File: src/include/aelf_pkg.sv
//=====================================================================
// shared constants of the amplifier event latch and flag block
//=====================================================================
package aelf_pkg;

   // control port target address, value is arbitrary
   localparam logic [6:0]  I2C_DEV_ADDR      = 7'h38;

   // register map, 16-bit register addresses
   localparam logic [15:0] OFS_SUPPLY_STATE  = 16'h2008;
   localparam logic [15:0] OFS_BROWN_STATE   = 16'h2009;
   localparam logic [15:0] OFS_THERM_FLAGS   = 16'h200b;
   localparam logic [15:0] OFS_SUPPLY_CLR    = 16'h2010;
   localparam logic [15:0] OFS_BROWN_CLR     = 16'h2011;
   localparam logic [15:0] OFS_THERM_CLR     = 16'h2012;
   localparam logic [15:0] OFS_THERM_MASK    = 16'h2013;
   localparam logic [15:0] OFS_IRQ_CTRL      = 16'h2014;

   // reset values
   localparam logic [7:0]  RST_REG           = 8'h00;
   localparam logic        RST_IRQ_EN        = 1'b0;

   // supply and power state bits
   localparam int B_PWR_ON    = 5;
   localparam int B_PWR_OFF   = 4;
   localparam int B_HIGH_UV   = 3;
   localparam int B_BATT_UV   = 2;
   localparam int B_HR_START  = 1;
   localparam int B_HR_STOP   = 0;
   // brownout state bits
   localparam int B_BO_LVL0   = 3;
   localparam int B_BO_LVLCH  = 2;
   localparam int B_BO_START  = 1;
   localparam int B_BO_STOP   = 0;
   // thermal and fault flag bits
   localparam int B_OT_START  = 7;
   localparam int B_OT_STOP   = 6;
   localparam int B_HW_START  = 5;
   localparam int B_HW_STOP   = 4;
   localparam int B_FB_START  = 3;
   localparam int B_FB_STOP   = 2;
   localparam int B_LOAD_FAIL = 1;
   localparam int B_SPK_OVC   = 0;

   // control port byte engine, gray along the usual path except ACK to TX
   typedef enum logic [2:0] {
      I2C_IDLE = 3'b000,
      I2C_DEV  = 3'b001,
      I2C_ACK  = 3'b011,
      I2C_RX   = 3'b010,
      I2C_TX   = 3'b110,
      I2C_RACK = 3'b111
   } aelf_i2c_st_t;

endpackage : aelf_pkg

File: src/verilog/aelf_edge_latch.sv
`timescale 1ns/1ns
`default_nettype none
//=====================================================================
// rising edge detect with sticky latch, set wins over clear
//=====================================================================
module aelf_edge_latch
   import aelf_pkg::*;
#(
   parameter int W = 8
)
(
   input  wire logic         clock_i,
   input  wire logic         srst_i,
   input  wire logic [W-1:0] raw_i,
   input  wire logic [W-1:0] clr_i,
   output logic      [W-1:0] rise_o,
   output logic      [W-1:0] latch_o
);

   logic [W-1:0] raw_q;

   // a level already high at reset release counts as an edge
   always_ff @(posedge clock_i)
   begin
      if (srst_i)
         raw_q <= '0;
      else
         raw_q <= raw_i;
   end

   assign rise_o = raw_i & ~raw_q;

   // an edge in the clearing cycle is kept
   always_ff @(posedge clock_i)
   begin
      if (srst_i)
         latch_o <= '0;
      else
         latch_o <= rise_o | (latch_o & ~clr_i);
   end

endmodule : aelf_edge_latch
`default_nettype wire

File: src/verilog/aelf_irq_gen.sv
`timescale 1ns/1ns
`default_nettype none
//=====================================================================
// interrupt pulse on any flag rising edge
//=====================================================================
module aelf_irq_gen
   import aelf_pkg::*;
(
   input  wire logic       clock_i,
   input  wire logic       srst_i,
   input  wire logic [7:0] flags_i,
   input  wire logic       irq_en_i,
   output logic            irq_o
);

   logic [7:0] flags_q;

   // previous flags, so only new flags fire
   always_ff @(posedge clock_i)
   begin
      if (srst_i)
         flags_q <= RST_REG;
      else
         flags_q <= flags_i;
   end

   // one pulse per rising edge; held flags stay quiet
   always_ff @(posedge clock_i)
   begin
      if (srst_i)
         irq_o <= 1'b0;
      else
         irq_o <= irq_en_i && ((flags_i & ~flags_q) != 8'h00);
   end

endmodule : aelf_irq_gen
`default_nettype wire

File: src/verilog/aelf_event_latch_flag.sv
`timescale 1ns/1ns
`default_nettype none
// Functional notes
// - power-on complete latch, bit 5, sticky
// - power-off complete latch, bit 4, sticky
// - high rail undervolt latch, bit 3
// - battery rail undervolt latch, bit 2
// - headroom track start latch, bit 1
// - headroom track stop latch, bit 0
// - brownout level zero latch, bit 3
// - brownout level change latch, bit 2
// - brownout start latch bit 1, own clear
// - brownout stop latch bit 0, own clear
// - overtemp start flag bit 7, own mask
// - overtemp stop flag bit 6, mask and edge
// - heat warning start flag, bit 5
// - heat warning stop flag, bit 4
// - foldback start flag, bit 3
// - foldback stop flag, bit 2
// - memory load failure flag, bit 1
// - speaker overcurrent flag, bit 0
// - flag rising edge interrupts when enabled
module aelf_event_latch_flag
   import aelf_pkg::*;
(
   input  wire logic clock_i,
   input  wire logic srst_i,
   input  wire logic scl_i,
   input  wire logic sda_i,
   output logic      sda_o,
   output logic      sda_oe_o,
   input  wire logic power_on_complete_raw_i,
   input  wire logic power_off_complete_raw_i,
   input  wire logic high_rail_undervolt_raw_i,
   input  wire logic battery_rail_undervolt_raw_i,
   input  wire logic headroom_track_start_raw_i,
   input  wire logic headroom_track_stop_raw_i,
   input  wire logic brownout_level_zero_raw_i,
   input  wire logic brownout_level_change_raw_i,
   input  wire logic brownout_start_raw_i,
   input  wire logic brownout_stop_raw_i,
   input  wire logic overtemp_shutdown_start_raw_i,
   input  wire logic overtemp_shutdown_stop_raw_i,
   input  wire logic heat_warning_one_start_raw_i,
   input  wire logic heat_warning_one_stop_raw_i,
   input  wire logic heat_foldback_start_raw_i,
   input  wire logic heat_foldback_stop_raw_i,
   input  wire logic load_fail_raw_i,
   input  wire logic speaker_overcurrent_raw_i,
   output logic      irq_o
);

   //==================================================================
   // control port pin sampling
   //==================================================================
   logic scl_q;
   logic sda_q;
   logic scl_rise;
   logic scl_fall;
   logic bus_start;
   logic bus_stop;

   // pins are synchronous; one stage of history finds edges
   always_ff @(posedge clock_i)
   begin
      if (srst_i)
      begin
         scl_q <= 1'b1;
         sda_q <= 1'b1;
      end
      else
      begin
         scl_q <= scl_i;
         sda_q <= sda_i;
      end
   end

   assign scl_rise  = scl_i & ~scl_q;
   assign scl_fall  = ~scl_i & scl_q;
   assign bus_start = scl_i & scl_q & sda_q & ~sda_i;
   assign bus_stop  = scl_i & scl_q & ~sda_q & sda_i;

   //==================================================================
   // control port byte engine
   //==================================================================
   aelf_i2c_st_t st_q;
   logic [3:0]   bit_q;
   logic [7:0]   sh_q;
   logic [1:0]   byte_q;
   logic         read_q;
   logic [15:0]  addr_q;
   logic         oe_q;
   logic         wr_stb_q;
   logic [15:0]  wr_addr_q;
   logic [7:0]   wr_data_q;
   logic [7:0]   rd_now;

   // open drain: the line is only ever pulled low
   assign sda_o    = 1'b0;
   assign sda_oe_o = oe_q;

   // first two bytes after the address pick the register, then
   // data bytes follow with auto increment in both directions
   always_ff @(posedge clock_i)
   begin
      if (srst_i)
      begin
         st_q      <= I2C_IDLE;
         bit_q     <= 4'h0;
         sh_q      <= RST_REG;
         byte_q    <= 2'd0;
         read_q    <= 1'b0;
         addr_q    <= 16'h0000;
         oe_q      <= 1'b0;
         wr_stb_q  <= 1'b0;
         wr_addr_q <= 16'h0000;
         wr_data_q <= RST_REG;
      end
      else
      begin
         wr_stb_q <= 1'b0;
         if (bus_start)
         begin
            st_q   <= I2C_DEV;
            bit_q  <= 4'h0;
            byte_q <= 2'd0;
            oe_q   <= 1'b0;
         end
         else if (bus_stop)
         begin
            st_q <= I2C_IDLE;
            oe_q <= 1'b0;
         end
         else
         begin
            case (st_q)
               I2C_DEV, I2C_RX:
               begin
                  if (scl_rise)
                  begin
                     sh_q  <= {sh_q[6:0], sda_i};
                     bit_q <= bit_q + 4'h1;
                  end
                  else if (scl_fall && bit_q == 4'h8)
                  begin
                     if (st_q == I2C_DEV)
                     begin
                        // a foreign address leaves the bus alone
                        if (sh_q[7:1] == I2C_DEV_ADDR)
                        begin
                           read_q <= sh_q[0];
                           oe_q   <= 1'b1;
                           st_q   <= I2C_ACK;
                        end
                        else
                           st_q <= I2C_IDLE;
                     end
                     else
                     begin
                        oe_q <= 1'b1;
                        st_q <= I2C_ACK;
                        if (byte_q == 2'd0)
                           addr_q[15:8] <= sh_q;
                        else if (byte_q == 2'd1)
                           addr_q[7:0] <= sh_q;
                        else
                        begin
                           wr_stb_q  <= 1'b1;
                           wr_addr_q <= addr_q;
                           wr_data_q <= sh_q;
                           addr_q    <= addr_q + 16'h0001;
                        end
                        if (byte_q != 2'd2)
                           byte_q <= byte_q + 2'd1;
                     end
                  end
               end
               I2C_ACK:
               begin
                  if (scl_fall)
                  begin
                     bit_q <= 4'h0;
                     if (read_q)
                     begin
                        st_q   <= I2C_TX;
                        sh_q   <= rd_now;
                        oe_q   <= ~rd_now[7];
                        addr_q <= addr_q + 16'h0001;
                     end
                     else
                     begin
                        st_q <= I2C_RX;
                        oe_q <= 1'b0;
                     end
                  end
               end
               I2C_TX:
               begin
                  if (scl_fall)
                  begin
                     if (bit_q == 4'h7)
                     begin
                        st_q <= I2C_RACK;
                        oe_q <= 1'b0;
                     end
                     else
                     begin
                        sh_q  <= {sh_q[6:0], 1'b0};
                        oe_q  <= ~sh_q[6];
                        bit_q <= bit_q + 4'h1;
                     end
                  end
               end
               I2C_RACK:
               begin
                  // sda_q holds the level seen while the clock was high
                  if (scl_fall)
                  begin
                     bit_q <= 4'h0;
                     if (!sda_q)
                     begin
                        st_q   <= I2C_TX;
                        sh_q   <= rd_now;
                        oe_q   <= ~rd_now[7];
                        addr_q <= addr_q + 16'h0001;
                     end
                     else
                        st_q <= I2C_IDLE;
                  end
               end
               default:
               begin
                  oe_q <= 1'b0;
               end
            endcase
         end
      end
   end

   //==================================================================
   // events, latches and flags
   //==================================================================
   logic [5:0] sup_raw;
   logic [3:0] bo_raw;
   logic [7:0] th_raw;
   logic [5:0] sup_clr;
   logic [3:0] bo_clr;
   logic [7:0] th_clr;
   logic [5:0] sup_rise;
   logic [3:0] bo_rise;
   logic [7:0] th_rise;
   logic [5:0] sup_state;
   logic [3:0] bo_state;
   logic [7:0] th_sticky;
   logic [7:0] th_flags;
   logic [7:0] mask_q;
   logic       irq_en_q;

   // supply and power events, never masked
   assign sup_raw[B_PWR_ON]  = power_on_complete_raw_i;
   assign sup_raw[B_PWR_OFF] = power_off_complete_raw_i;
   assign sup_raw[B_HIGH_UV] = high_rail_undervolt_raw_i;
   assign sup_raw[B_BATT_UV] = battery_rail_undervolt_raw_i;
   assign sup_raw[B_HR_START] = headroom_track_start_raw_i;
   assign sup_raw[B_HR_STOP] = headroom_track_stop_raw_i;
   // brownout events; each start and stop has its own clear bit
   assign bo_raw[B_BO_LVL0]  = brownout_level_zero_raw_i;
   assign bo_raw[B_BO_LVLCH] = brownout_level_change_raw_i;
   assign bo_raw[B_BO_START] = brownout_start_raw_i;
   assign bo_raw[B_BO_STOP]  = brownout_stop_raw_i;
   // thermal and fault events, gated by their own mask bits
   assign th_raw[B_OT_START] = overtemp_shutdown_start_raw_i;
   assign th_raw[B_OT_STOP]  = overtemp_shutdown_stop_raw_i;
   assign th_raw[B_HW_START] = heat_warning_one_start_raw_i;
   assign th_raw[B_HW_STOP]  = heat_warning_one_stop_raw_i;
   assign th_raw[B_FB_START] = heat_foldback_start_raw_i;
   assign th_raw[B_FB_STOP]  = heat_foldback_stop_raw_i;
   assign th_raw[B_LOAD_FAIL] = load_fail_raw_i;
   assign th_raw[B_SPK_OVC]  = speaker_overcurrent_raw_i;

   // clear registers act only on written ones, then read back zero
   always_comb
   begin
      sup_clr = 6'h00;
      bo_clr  = 4'h0;
      th_clr  = 8'h00;
      if (wr_stb_q && wr_addr_q == OFS_SUPPLY_CLR)
         sup_clr = wr_data_q[5:0];
      else if (wr_stb_q && wr_addr_q == OFS_BROWN_CLR)
         bo_clr = wr_data_q[3:0];
      else if (wr_stb_q && wr_addr_q == OFS_THERM_CLR)
         th_clr = wr_data_q;
   end

   aelf_edge_latch #(.W(6)) u_supply (
      .clock_i (clock_i),
      .srst_i  (srst_i),
      .raw_i   (sup_raw),
      .clr_i   (sup_clr),
      .rise_o  (sup_rise),
      .latch_o (sup_state)
   );

   aelf_edge_latch #(.W(4)) u_brown (
      .clock_i (clock_i),
      .srst_i  (srst_i),
      .raw_i   (bo_raw),
      .clr_i   (bo_clr),
      .rise_o  (bo_rise),
      .latch_o (bo_state)
   );

   aelf_edge_latch #(.W(8)) u_therm (
      .clock_i (clock_i),
      .srst_i  (srst_i),
      .raw_i   (th_raw),
      .clr_i   (th_clr),
      .rise_o  (th_rise),
      .latch_o (th_sticky)
   );

   // the edge is remembered while masked and shows once unmasked
   assign th_flags = th_sticky & mask_q;

   // mask and interrupt enable, written by the host
   always_ff @(posedge clock_i)
   begin
      if (srst_i)
      begin
         mask_q   <= RST_REG;
         irq_en_q <= RST_IRQ_EN;
      end
      else if (wr_stb_q && wr_addr_q == OFS_THERM_MASK)
         mask_q <= wr_data_q;
      else if (wr_stb_q && wr_addr_q == OFS_IRQ_CTRL)
         irq_en_q <= wr_data_q[0];
   end

   // only flags reach the interrupt; state bits never do
   aelf_irq_gen u_irq (
      .clock_i  (clock_i),
      .srst_i   (srst_i),
      .flags_i  (th_flags),
      .irq_en_i (irq_en_q),
      .irq_o    (irq_o)
   );

   // read mux; unmapped and clear registers read zero
   always_comb
   begin
      rd_now = RST_REG;
      if (addr_q == OFS_SUPPLY_STATE)
         rd_now = {2'b00, sup_state};
      else if (addr_q == OFS_BROWN_STATE)
         rd_now = {4'h0, bo_state};
      else if (addr_q == OFS_THERM_FLAGS)
         rd_now = th_flags;
      else if (addr_q == OFS_THERM_MASK)
         rd_now = mask_q;
      else if (addr_q == OFS_IRQ_CTRL)
         rd_now = {7'h00, irq_en_q};
   end
endmodule : aelf_event_latch_flag
`default_nettype wire

File: config.mk
export PLATFORM = sky130hd
export DESIGN_NAME = aelf_event_latch_flag
export DESIGN_NICKNAME = d
export VERILOG_FILES = /design/src/include/aelf_pkg.sv /design/src/verilog/aelf_edge_latch.sv /design/src/verilog/aelf_irq_gen.sv /design/src/verilog/aelf_event_latch_flag.sv
export SDC_FILE = /design/constraint.sdc
export NUM_CORES = 1
export LEC_CHECK = 0
export BUFFER_PORTS_ARGS = -buffer_cell sky130_fd_sc_hd__buf_2
export CAP_MARGIN = 20
export CORE_ASPECT_RATIO = 0.6
export CORE_UTILIZATION = 40
export CTS_CLUSTER_DIAMETER = 50
export CTS_CLUSTER_SIZE = 10
export DETAILED_ROUTE_END_ITERATION = 10
export MAX_ROUTING_LAYER = met4
export SLEW_MARGIN = 40
export SYNTH_ARGS = -nofsm -noshare
export SYNTH_HDL_FRONTEND = slang
export SYNTH_SLANG_ARGS = --single-unit
File: constraint.sdc
create_clock -name clock_i -period 2.45 [get_ports clock_i]
set_input_delay 0.3675 -clock clock_i [delete_from_list [all_inputs] [get_ports clock_i]]
set_output_delay 0.3675 -clock clock_i [all_outputs]
set_load 0.02 [all_outputs]
==> summary.md <==
| Metric | Value |
|---|---|
| Final RePlAce weighted congestion | 0.889 |
| Startpoint types | flip-flop |
| CTS Hold Bufs | 0 |
| Fillers | 1242 |
| Worst hold endpoint | u_brown.raw_q[2] |
| Tcrit/Tclk final | 0.894 |
| CP Capture Type | flip-flop |
| Most used DFF post-synth | dfxtp_1 |
| # clock sinks | 116 |
| Num CTS Buffers | 17 |
| N_diodes | 0 |
| Status | finished clean |
| Max FO, Critical Path | 9 |
| GR Overflow Total | 0 |
| I/O pin cnt | 25 |
| Worst EP required | 2780 ps |
| WL met2 | 5.97 mm |
| DP Wirelength | 10.7 mm |
| Worst-margin pin slew | 694 ps |
| Reg area | 2320 sq um |
| Layout cells sized above 1 | 0.129 |
| Register area share after synthesis | 0.422 |
| Synth cell types | 67 |
| Final setup fails | 0 |
| Worst reg2reg startpoint | addr_q[6] |
| Syn Nets | 702 |
| Pin count of the biggest net entering global routing | 105 |
| Hold Path Origin | brownout_level_change_raw_i |
| DRC viols | 0 |
| Fin nets | 723 |
| Final Routed Wirelength | 15.2 mm |
| Fraction of registers with async set/reset | 0 |
| Post-CTS sizing | 0 |
| # Max-Cap Violations | 0 |
| Flops & latches, synth | 116 |
| Synth area leaders | dfxtp_1 42%, a21oi_1 6.9%, nand2_1 6.6%, o21ai_0 3.9%, nand2b_1 3.0% |
| Initial antenna violation count | 0 |
| Final hold viol count | 0 |
| Postcts setup bufs | 0 |
| Cells after synthesis | 672 |
| Core Box Area | 13100 sq um |
| Clock Latency Late Sink | 410 ps |
| DR WL/cell | 17.3 microns |
| First-pass GRT wire length | 24.7 mm |
| Die width | 154 microns |
| Hold Crit Class | in2reg |
| Min-Delay Path Depth | 2 |
| Syn_area_per_cell | 8.20 sq um |
| CTS clock-pin slew for the worst setup and hold paths | 60 ps |
| DIE AREA | 14300 sq um |
| CTS max path bufs | 2 |
| TritonCTS clock tree | yes |
| Unrepaired setup endpoints after global routing | no |
| Setup TNS | 0 ps |
| Crit path DAT | 2520 ps |
| Static Leakage | 0.00227 uW |
| Final Max Slew Viols | 0 |
| Crit path kind | reg2reg |
| Layout Skew | 8.65 ps |
| Multi-input gate area | 2880 sq um |
| Slew headroom | 0.532 |
| Synth top area share | 0.422 |
| H-tree Lvls | 4 |
| Reg-to-reg slack, setup | 260 ps |
| Via Count | 5032 |
| Fmax | 456 MHz |
| Top Layer Used | met4 |
| Metal3 WL | 1.62 mm |
| Root Driver | clkbuf_16 |
| Number of global-route vias before repair | 4599 |
| Final min period | 2190 ps |
| Drt initial violations | 583 |
| Yosys top cell by area | dfxtp_1 |
| Port bufs | 23 |
| Post-synth EDFFs | 0 |
| R2R depth | 5 |
| YS warnings | 0 |
| Final ANT Viol Nets | 0 |
| Mapped Area | 5510 sq um |
| Avg Vias per Cell | 5.74 |
| Worst Setup SP | addr_q[6] |
| Gr usage total | 0.231 |
| Std cell rows | 32 |
| Capturing point of the worst reg2reg path | sh_q[6] |
| Total power | 4760 uW |
| P&R area growth vs syn | 16.8% |
| 1st-pass router iterations | 5 |
| Starting Density | 0.419 |
| Power Density | 740 nW/um^2 |
| Worst VDD drop | 0.000339 V |
| Die height | 92.9 microns |
| Wl on met1 | 7.49 mm |
[cell usage in the layout, fill, tap and decap left out, types with 4 or more instances in the layout]
| master | Yosys | layout |
|---|---|---|
| bufinv_16 | 0 | 4 |
| and2_1 | 6 | 6 |
| a31oi_1 | 6 | 6 |
| dfxtp_1 | 116 | 116 |
| nor2_1 | 38 | 38 |
| or3_1 | 5 | 5 |
| o32ai_1 | 6 | 6 |
| a211oi_1 | 11 | 11 |
| inv_1 | 20 | 20 |
| a21oi_1 | 76 | 76 |
| clkbuf_16 | 0 | 17 |
| o21ai_0 | 43 | 43 |
| nand3_1 | 15 | 15 |
| ha_1 | 8 | 8 |
| o31ai_1 | 9 | 9 |
| and4_1 | 5 | 5 |
| o22ai_1 | 6 | 6 |
| nor4b_1 | 4 | 4 |
| and3_1 | 5 | 5 |
| nor2b_1 | 22 | 22 |
| buf_2 | 6 | 22 |
| or2_2 | 5 | 5 |
| buf_4 | 3 | 25 |
| nand2_2 | 4 | 4 |
| nor3_1 | 9 | 9 |
| nand2b_1 | 26 | 26 |
| nand2_1 | 97 | 97 |
| nand4_1 | 7 | 7 |
| mux2i_1 | 14 | 14 |
| nand3b_1 | 4 | 4 |
[through the flow]
step	utilization	setup slack, ps	instances	hold WS (ps)	instance area [sq um]
finish	0.490	259	876	180	6440
CTS	0.490	295	876	174	6440
global route	0.490	99.0	876	178	6440
global placement	0.442	257	844	435	5810
detailed placement	0.442	190	844	451	5810
floorplan	-	494	672	427	5510
[synthesized netlist by cell type, types with 3 or more instances]
library cell	number
dfxtp_1	116
nand2_1	97
a21oi_1	76
o21ai_0	43
nor2_1	38
clkbuf_1	30
nand2b_1	26
nor2b_1	22
inv_1	20
nand3_1	15
mux2i_1	14
a211oi_1	11
nor3_1	9
o31ai_1	9
ha_1	8
nand4_1	7
a31oi_1	6
and2_1	6
buf_2	6
o22ai_1	6
o32ai_1	6
and3_1	5
and4_1	5
buf_6	5
or2_2	5
or3_1	5
nand2_2	4
nand3b_1	4
nor4b_1	4
a311oi_1	3
a32o_1	3
buf_4	3
nand4b_1	3
nor3b_1	3
nor4_1	3
o2111ai_1	3
o211ai_1	3
or4_1	3
xnor2_1	3
[flip-flops by register name, indices dropped and copies added, names as in the netlist, 6 cells and up]
register          count
u_supply.latch_o      6
wr_addr_q            16
u_irq.flags_q         8
sh_q                  8
mask_q                8
addr_q               16
u_supply.raw_q        6
u_therm.latch_o       8
u_therm.raw_q         8
wr_data_q             8
[area by class of cell]
cell class / instances / share of cell area
clock inverters: 12 / 0.0278
clock buffers: 20 / 0.0694
multi-input cells: 490 / 0.448
repair buffers: 48 / 0.0494
inverters: 20 / 0.0117
well taps: 170 / 0.0330
flip-flops and latches: 116 / 0.361
[worst max path at each step]
stage	endpoint	slack (ps)
floorplan	wr_addr_q[11]	490
global placement	wr_data_q[1]	260
detailed placement	addr_q[8]	190
CTS	sh_q[6]	290
global route	addr_q[8]	100
finish	sh_q[6]	260
[per-layer routing]
| metal | GRT usage | vias to the layer above |
|---|---|---|
| met5 | - | - |
| met4 | 0.0542 | 0 |
| met3 | 0.0702 | 12 |
| met2 | 0.308 | 220 |
| met1 | 0.332 | 2367 |
| li1 | - | 2433 |
[worst max-delay path, cell delays in order, from the launching register on]
cell and delay [ps]:
dfxtp_1 400, nor4_2 430, nand4_1 430, nor4b_1 490, mux2i_1 130, a211oi_1 230
[logic make-up (layout without fill, tap and decap cells)]
kind of cell,count (synthesis),count (layout),synth area share
fa+ha+maj,8,8,0.0182
simple gates,277,277,0.267
xor+xnor,3,3,0.00477
mux,14,14,0.0254
compound gates,187,187,0.207
buf+inv,66,100,0.0552
other cells,1,1,0.000681
flops,116,116,0.422
[power by group]
group	switching [uW]	total (uW)	internal, uW
registers	27.8	1960	1930
logic	102	168	65.4
clock network	905	2630	1730
Note: power is estimated with default switching activity, not from simulation.
